==> config.mk <==
export PLATFORM = sky130hd
export DESIGN_NAME = eldio_port
export DESIGN_NICKNAME = d
export VERILOG_FILES = /design/src/verilog/eldio_pkg.sv /design/src/verilog/eldio_line_sync.sv /design/src/verilog/eldio_port.sv
export SDC_FILE = /design/constraint.sdc
export NUM_CORES = 1
export LEC_CHECK = 0
export BUFFER_PORTS_ARGS = -buffer_cell sky130_fd_sc_hd__buf_4
export CORE_ASPECT_RATIO = 1.2
export CORE_MARGIN = 8
export CORE_UTILIZATION = 37
export DETAILED_ROUTE_END_ITERATION = 8
export MAX_ROUTING_LAYER = met4
export PLACE_DENSITY = 0.73
export SLEW_MARGIN = 20
export SYNTH_ARGS = -nofsm -noshare
export SYNTH_HDL_FRONTEND = slang
export SYNTH_SLANG_ARGS = --single-unit
==> constraint.sdc <==
create_clock -name pclk -period 1.4 [get_ports pclk]
set_clock_uncertainty 0.1 [all_clocks]
set_input_delay 0.28 -clock pclk [delete_from_list [all_inputs] [get_ports pclk]]
set_output_delay 0.28 -clock pclk [all_outputs]
set_load 0.02 [all_outputs]
==> src/verilog/eldio_pkg.sv <==
package eldio_pkg;
	localparam logic [7:0]  ELDIO_LINE_OFS     = 8'h1c;
	localparam logic [7:0]  ELDIO_CTRL_OFS     = 8'h20;
	localparam int          ELDIO_PORT_A_LSB   = 0;
	localparam int          ELDIO_PORT_B_LSB   = 4;
	localparam int          ELDIO_A_EN_BIT     = 0;
	localparam int          ELDIO_B_EN_BIT     = 1;
	localparam logic [7:0]  ELDIO_PATTERN_RST  = 8'h00;
	localparam logic [1:0]  ELDIO_CTRL_RST     = 2'h0;
	localparam logic [31:0] ELDIO_RDATA_RST    = 32'h0000_0000;

	typedef enum logic [0:0]
	{
		ELDIO_IDLE   = 1'b0,
		ELDIO_ACCESS = 1'b1
	} eldio_bus_state_t;
endpackage

==> src/verilog/eldio_line_sync.sv <==
module eldio_line_sync
	import eldio_pkg::*;
(
	// clock and reset
	input  wire logic       pclk,
	input  wire logic       presetn,
	// lines in, sampled level out
	input  wire logic [7:0] line_in,
	output logic      [7:0] line_level
);
	logic [7:0] stage1_q;
	logic [7:0] stage2_q;
	logic [7:0] stage1_d;
	logic [7:0] stage2_d;

	always_comb
	begin
		stage1_d = line_in;
		stage2_d = stage1_q;
	end

	always_ff @(posedge pclk or negedge presetn)
	begin
		if (!presetn)
		begin
			stage1_q <= 8'h00;
			stage2_q <= 8'h00;
		end
		else
		begin
			stage1_q <= stage1_d;
			stage2_q <= stage2_d;
		end
	end

	assign line_level = stage2_q;
endmodule

==> src/verilog/eldio_port.sv <==
// What this block does
// - a read of the line register returns the level of all eight lines in bits 7..0.
// - bits 7..4 of the line read show port B lines 3..0, bit 4 being line 0.
// - bits 3..0 of the line read show port A lines 3..0, bit 0 being line 0.
// - the line state read and the output pattern write share one offset.
// - one output pattern serves both ports, low nibble A and next nibble B.
// - port B lines are driven from pattern bits 7..4 only while its enable is set.
// - port A lines are driven from pattern bits 3..0 only while its enable is set.
// - a disabled port leaves its lines undriven so the outside sets their level.
// - after reset both ports are inputs with drivers off.
module eldio_port
	import eldio_pkg::*;
(
	// apb slave
	input  wire logic        pclk,
	input  wire logic        presetn,
	input  wire logic        psel,
	input  wire logic        penable,
	input  wire logic        pwrite,
	input  wire logic [7:0]  paddr,
	input  wire logic [31:0] pwdata,
	output logic      [31:0] prdata,
	output logic             pready,
	output logic             pslverr,
	// port a lines
	input  wire logic [3:0]  port_a_line_i,
	output logic      [3:0]  port_a_line_o,
	output logic      [3:0]  port_a_line_oe_n,
	// port b lines
	input  wire logic [3:0]  port_b_line_i,
	output logic      [3:0]  port_b_line_o,
	output logic      [3:0]  port_b_line_oe_n
);
	eldio_bus_state_t state_q;
	eldio_bus_state_t state_d;
	logic [7:0]  pattern_q;
	logic [7:0]  pattern_d;
	logic [1:0]  ctrl_q;
	logic [1:0]  ctrl_d;
	logic [31:0] rdata_q;
	logic [31:0] rdata_d;
	logic        ready_q;
	logic        ready_d;
	logic        err_q;
	logic        err_d;
	logic [3:0]  a_o_q;
	logic [3:0]  a_o_d;
	logic [3:0]  a_oen_q;
	logic [3:0]  a_oen_d;
	logic [3:0]  b_o_q;
	logic [3:0]  b_o_d;
	logic [3:0]  b_oen_q;
	logic [3:0]  b_oen_d;
	logic [7:0]  line_level;
	logic        hit_line;
	logic        hit_ctrl;

	// two flops, then the read data register, so a read shows the pins as they were three edges back
	eldio_line_sync u_sync
	(
		.pclk       (pclk),
		.presetn    (presetn),
		.line_in    ({port_b_line_i, port_a_line_i}),
		.line_level (line_level)
	);

	assign hit_line = (paddr == ELDIO_LINE_OFS);
	assign hit_ctrl = (paddr == ELDIO_CTRL_OFS);

	// bus handshake: no wait state, answer in access phase
	always_comb
	begin
		state_d   = state_q;
		pattern_d = pattern_q;
		ctrl_d    = ctrl_q;
		rdata_d   = rdata_q;
		ready_d   = 1'b0;
		err_d     = 1'b0;
		case (state_q)
			ELDIO_IDLE:
			begin
				if (psel && !penable)
				begin
					state_d = ELDIO_ACCESS;
					ready_d = 1'b1;
					err_d   = !(hit_line || hit_ctrl);
					rdata_d = ELDIO_RDATA_RST;
					if (!pwrite && hit_line)
						rdata_d[7:0] = line_level;
					else if (!pwrite && hit_ctrl)
						rdata_d[1:0] = ctrl_q;
				end
			end
			ELDIO_ACCESS:
			begin
				state_d = ELDIO_IDLE;
				if (psel && penable && pwrite && hit_line)
					pattern_d = pwdata[7:0];
				else if (psel && penable && pwrite && hit_ctrl)
					ctrl_d = pwdata[1:0];
			end
			default:
				state_d = ELDIO_IDLE;
		endcase
	end

	// pad drive from pattern and enables
	// registered from the next values, so the pins move on the write edge itself
	always_comb
	begin
		a_o_d   = pattern_d[ELDIO_PORT_A_LSB +: 4];
		b_o_d   = pattern_d[ELDIO_PORT_B_LSB +: 4];
		a_oen_d = {4{~ctrl_d[ELDIO_A_EN_BIT]}};
		b_oen_d = {4{~ctrl_d[ELDIO_B_EN_BIT]}};
	end

	always_ff @(posedge pclk or negedge presetn)
	begin
		if (!presetn)
		begin
			state_q   <= ELDIO_IDLE;
			pattern_q <= ELDIO_PATTERN_RST;
			ctrl_q    <= ELDIO_CTRL_RST;
			rdata_q   <= ELDIO_RDATA_RST;
			ready_q   <= 1'b0;
			err_q     <= 1'b0;
			a_o_q     <= 4'h0;
			b_o_q     <= 4'h0;
			a_oen_q   <= 4'hf;
			b_oen_q   <= 4'hf;
		end
		else
		begin
			state_q   <= state_d;
			pattern_q <= pattern_d;
			ctrl_q    <= ctrl_d;
			rdata_q   <= rdata_d;
			ready_q   <= ready_d;
			err_q     <= err_d;
			a_o_q     <= a_o_d;
			b_o_q     <= b_o_d;
			a_oen_q   <= a_oen_d;
			b_oen_q   <= b_oen_d;
		end
	end

	assign prdata           = rdata_q;
	assign pready           = ready_q;
	assign pslverr          = err_q;
	assign port_a_line_o    = a_o_q;
	assign port_a_line_oe_n = a_oen_q;
	assign port_b_line_o    = b_o_q;
	assign port_b_line_oe_n = b_oen_q;

	// assertions
	line_read_a: assert property (@(posedge pclk) disable iff (!presetn)
		(state_q == ELDIO_IDLE && psel && !penable && !pwrite && hit_line)
		|=> (prdata[7:0] == $past(line_level) && prdata[31:8] == 24'h0 && pready))
		else $error("line read data wrong");
	port_b_map_a: assert property (@(posedge pclk) disable iff (!presetn)
		(state_q == ELDIO_IDLE && psel && !penable && !pwrite && hit_line
			&& $past(presetn) && $past(presetn, 2))
		|=> prdata[7:4] == $past(port_b_line_i, 3))
		else $error("port b read mapping wrong");
	port_a_map_a: assert property (@(posedge pclk) disable iff (!presetn)
		(state_q == ELDIO_IDLE && psel && !penable && !pwrite && hit_line
			&& $past(presetn) && $past(presetn, 2))
		|=> prdata[3:0] == $past(port_a_line_i, 3))
		else $error("port a read mapping wrong");
	pattern_write_a: assert property (@(posedge pclk) disable iff (!presetn)
		(state_q == ELDIO_ACCESS && psel && penable && pwrite && hit_line)
		|=> pattern_q == $past(pwdata[7:0]))
		else $error("pattern not loaded");
	pattern_split_a: assert property (@(posedge pclk) disable iff (!presetn)
		(state_q == ELDIO_ACCESS && psel && penable && pwrite && hit_line)
		|=> (port_a_line_o == $past(pwdata[3:0]) && port_b_line_o == $past(pwdata[7:4])))
		else $error("pattern nibbles misrouted");
	bad_write_a: assert property (@(posedge pclk) disable iff (!presetn)
		(state_q == ELDIO_ACCESS && psel && penable && pwrite && !hit_line)
		|=> pattern_q == $past(pattern_q))
		else $error("pattern changed by other offset");
	unmapped_err_a: assert property (@(posedge pclk) disable iff (!presetn)
		(state_q == ELDIO_IDLE && psel && !penable && !hit_line && !hit_ctrl)
		|=> (pready && pslverr))
		else $error("unmapped access not refused");
	ready_pulse_a: assert property (@(posedge pclk) disable iff (!presetn)
		pready |=> !pready)
		else $error("ready held too long");
	ctrl_read_a: assert property (@(posedge pclk) disable iff (!presetn)
		(state_q == ELDIO_IDLE && psel && !penable && !pwrite && hit_ctrl)
		|=> prdata == {30'h0, $past(ctrl_q)})
		else $error("enable read-back wrong");
	b_drive_a: assert property (@(posedge pclk) disable iff (!presetn)
		!ctrl_q[ELDIO_B_EN_BIT] ##1 !ctrl_q[ELDIO_B_EN_BIT] |-> port_b_line_oe_n == 4'hf)
		else $error("port b driven while disabled");
	a_drive_a: assert property (@(posedge pclk) disable iff (!presetn)
		ctrl_q[ELDIO_A_EN_BIT] ##1 ctrl_q[ELDIO_A_EN_BIT] |-> port_a_line_oe_n == 4'h0)
		else $error("port a not driven while enabled");
	off_undriven_a: assert property (@(posedge pclk) disable iff (!presetn)
		$fell(ctrl_q[ELDIO_A_EN_BIT]) |-> port_a_line_oe_n == 4'hf)
		else $error("port a still driven after disable");
	b_off_undriven_a: assert property (@(posedge pclk) disable iff (!presetn)
		$fell(ctrl_q[ELDIO_B_EN_BIT]) |-> port_b_line_oe_n == 4'hf)
		else $error("port b still driven after disable");
	a_pattern_drive_a: assert property (@(posedge pclk) disable iff (!presetn)
		ctrl_q[ELDIO_A_EN_BIT] |-> (port_a_line_oe_n == 4'h0 && port_a_line_o == pattern_q[3:0]))
		else $error("port a not driving its pattern");
	b_pattern_drive_a: assert property (@(posedge pclk) disable iff (!presetn)
		ctrl_q[ELDIO_B_EN_BIT] |-> (port_b_line_oe_n == 4'h0 && port_b_line_o == pattern_q[7:4]))
		else $error("port b not driving its pattern");
	reset_output_a: assert property (@(posedge pclk)
		!presetn |-> (port_a_line_o == 4'h0 && port_b_line_o == 4'h0))
		else $error("drive values not cleared in reset");
	reset_input_a: assert property (@(posedge pclk)
		!presetn |-> (port_a_line_oe_n == 4'hf && port_b_line_oe_n == 4'hf))
		else $error("ports not input in reset");
	keep_pattern_a: assert property (@(posedge pclk) disable iff (!presetn)
		$rose(ctrl_q[ELDIO_B_EN_BIT]) && $stable(pattern_q)
		|-> port_b_line_o == pattern_q[7:4])
		else $error("stored pattern lost on enable");

	read_cov: cover property (@(posedge pclk) disable iff (!presetn)
		pready && !pwrite && hit_line);
	write_cov: cover property (@(posedge pclk) disable iff (!presetn)
		pready && pwrite && hit_line);
	enable_cov: cover property (@(posedge pclk) disable iff (!presetn)
		$rose(ctrl_q[ELDIO_A_EN_BIT]));
	err_cov: cover property (@(posedge pclk) disable iff (!presetn) pslverr);
	both_cov: cover property (@(posedge pclk) disable iff (!presetn) ctrl_q == 2'h3);
endmodule

==> results.py <==
metrics = {
    "outcome": {
        "violations": "setup timing",
        "outcome": "finished, violations left",
    },
    "global_routing": {
        "grt_max_degree": 39,
        "antenna_found_initial": 0,
        "grt_usage_pct": 10.6,
        "grt_overflow": 0,
        "grt_pass1_vias": 1115,
        "grt_pass1_wl_um": 5060,
    },
    "clock_network": {
        "cts_sinks": 38,
        "clock_latency_ns": 0.28,
        "clockRootBuffer": "clkbuf_8",
        "cts_made_buffers": 5,
        "cts.clk_slew.worst_paths_ns": 0.07,
        "clockBufferDepth": 2,
        "h-tree-depth": 2,
        "cts_tree": "yes",
    },
    "setup_path": {
        "crit_slowest_cell": "or4_4",
        "path_delay_family": "simple AND/OR/NAND/NOR gates",
        "required_ns": 1.47,
        "critPathLaunchType": "input port",
        "end_kind": "register",
        "crit_fanout": 5,
        "path_cells": "buf_6, or4_4, nor3_4, buf_4, mux2_2",
        "r2r_cells": 5,
        "cp.depth": 5,
        "crit_type": "in -> reg",
        "slowest_delay_ns": 0.59,
        "critPathBufInv": 2,
        "arrival_ns": 1.60,
    },
    "synthesis": {
        "yosysWarnings": 0,
        "synth_largest_area_cell": "dfrtp_1",
        "synth-edff-count": 0,
        "syn_area_um2": 1550,
        "synth.avg_cell_area_um2": 12.9,
        "synth.top_cell.area_share_pct": 58.0,
        "ys_seq_area_share_pct": 61.4,
        "synthCells": 120,
        "netlist_top_cells_area": "dfrtp_1 58%, buf_4 15%, mux2_2 7.3%",
        "yosysUniqueCellTypes": 24,
        "async_flop_share_pct": 100,
        "synth_ff_type": "dfrtp_1",
        "ys_seq_elements": 38,
    },
    "place": {
        "port_buffers": 54,
        "place_area_um2": 1990,
        "dp_hpwl_um": 2560,
        "gp_congestion": 0.752,
    },
    "sta": {
        "fin_crit_ns": 1.53,
        "setup_viol": 13,
        "rsz0062_at_grt": "true",
        "fin_crit_sh_pct": 109,
        "drv_slew": 0,
        "max_freq_ghz": 0.654,
        "worst_slack_ns": -0.130,
        "hold_violations": 0,
    },
    "hold_path": {
        "hold_depth": 2,
        "hp-class": "in -> reg",
    },
    "floorplan": {
        "die_area_um2": 6530,
        "die_x_um": 75.1,
        "ios": 103,
        "num_rows": 26,
        "die_y_um": 87.0,
        "core-area_um2": 4130,
        "start_util_pct": 37.6,
    },
    "power": {
        "p_seq_share_pct": 45.9,
        "clkPwrFrac_pct": 44.3,
        "power_density_nw_per_um2": 1060,
        "sw_frac_of_total_pct": 21.1,
        "internal_power_mw": 1.95,
        "p_comb_share_pct": 9.9,
        "worst_ir_drop_vdd_mv": 0.908,
        "power_switching_mw": 0.522,
        "power_mw": 2.47,
        "leakagePower_nw": 1.18,
    },
    "drt": {
        "dr.pass1.iters": 4,
        "drtIter0Drc": 7,
        "wire_per_inst_um": 13.3,
        "avgViaCountPerCell": 4.16,
        "drtAntennaViolNets": 0,
        "routed_wl_um": 3400,
        "dr_total_vias": 1060,
        "drc": 0,
    },
    "final_layout": {
        "post-route-util_pct": 56.6,
        "areaGrowthSynthToFinish_pct": 50.5,
        "drive_above_1_share_pct": 51.3,
        "diodes": 0,
        "fin_nets": 251,
        "num-fill-cells": 359,
        "fin_area_um2": 2340,
    },
    "run": {
        "drv_cap": 0,
    },
}
## stage by stage
step | hold slack, ns | instances | setup WS (ns) | setup TNS, ns
floorplan | -0.116 | 143 | -0.319 | -4.88
global placement | 0.158 | 236 | -0.427 | -7.73
detailed placement | 0.167 | 236 | -0.456 | -8.30
CTS | 0.0601 | 254 | -0.113 | -1.00
global route | 0.0661 | 255 | -0.161 | -1.70
finish | 0.0664 | 255 | -0.130 | -1.22
## layout by cell type (no fill, tap or decap), types with 2 or more instances in the layout
cell type and n:
o21ai_1 4, mux2i_1 2, conb_1 24, nor3_4 2, bufinv_16 2, clkbuf_8 5, mux2_2 3, mux2_4 7
dlygate4sd3_1 9, nand2_1 14, buf_4 60, o21ai_2 2, dfstp_2 2, buf_6 10, a22oi_1 2, dfrtp_1 36
## per-layer routing
layer	part of all wire (%)	up-vias	global-route usage, %
li1	-	505	-
met1	37	500	10.9
met5	0	-	-
met4	2.2	0	6.30
met3	8.9	6	3.00
met2	52	49	17.3
## cell usage after synthesis (all sizes together), types with 2 or more instances
library cell	n
mux2	10
dfstp	2
o21ai	6
mux2i	2
dfrtp	36
a22oi	2
buf	30
nand2	14
o31ai	2
nor3	2
## cells by family after synthesis
| group | share of synthesized area [%] |
|---|---|
| muxes | 8.54 |
| AOI/OAI and AO/OA | 4.19 |
| and+or+nand+nor | 10.6 |
| other | 0.242 |
| buffers and inverters | 15.0 |
| DFF | 61.4 |
## layout make-up
cell class / count / area [µm²] / share of cell area, %
flip-flops and latches: 38 / 953 / 40.8
repair buffers: 79 / 653 / 27.9
multi-input cells: 73 / 519 / 22.2
well taps: 56 / 70.1 / 3.00
clock buffers: 5 / 68.8 / 2.94
clock inverters: 3 / 68.8 / 2.94
inverters: 1 / 3.75 / 0.161
## worst paths after layout
check	startpoint	to	slack, ns
worst max-delay path	paddr[0]	pattern_q[3]	-0.13
worst min-delay path	pwdata[0]	port_a_line_oe_n[0]	0.07
worst max register to register	pready	pattern_q[3]	-0.10
worst min register to register	u_sync.stage1_q[6]	u_sync.line_level[6]	0.25
max in group asynchronous	presetn	port_b_line_oe_n[0]	0.48
min in group asynchronous	presetn	u_sync.line_level[3]	0.37
## state kept, by name, summed over array words and instances, names as in the netlist, named ones only
register,flops
port_b_line_o,4
u_sync.line_level,8
pslverr,1
port_b_line_oe_n,1
prdata,8
u_sync.stage1_q,8
pready,1
pattern_q,1
port_a_line_o,3
port_a_line_oe_n,1
## worst reg2reg max path, cell delays in order, from the launching register on
cell and delay, ns:
dfrtp_1 0.37, nand4_1 0.11, buf_6 0.15, nor3_4 0.18
buf_4 0.15, mux2_2 0.33
## timing repair
action / in CTS / in global routing
resized for setup: 21 / 12
setup endpoints to repair: 20 / 19
cloned: 0 / 0
hold buffers: 9 / 0
pin swaps: 4 / 4
hold endpoints to repair: 44 / 0
setup buffers: 1 / 1
## power groups by stage
stage / combinational, mW / sequential (mW) / clock, mW
detailed placement: 0.203 / 1.16 / 0
finish: 0.244 / 1.13 / 1.09
CTS: 0.235 / 1.13 / 1.12
global route: 0.263 / 1.14 / 1.17
global placement: 0.199 / 1.15 / 0
floorplan: 0.132 / 1.16 / 0
Power figures use the tool's default switching activity.
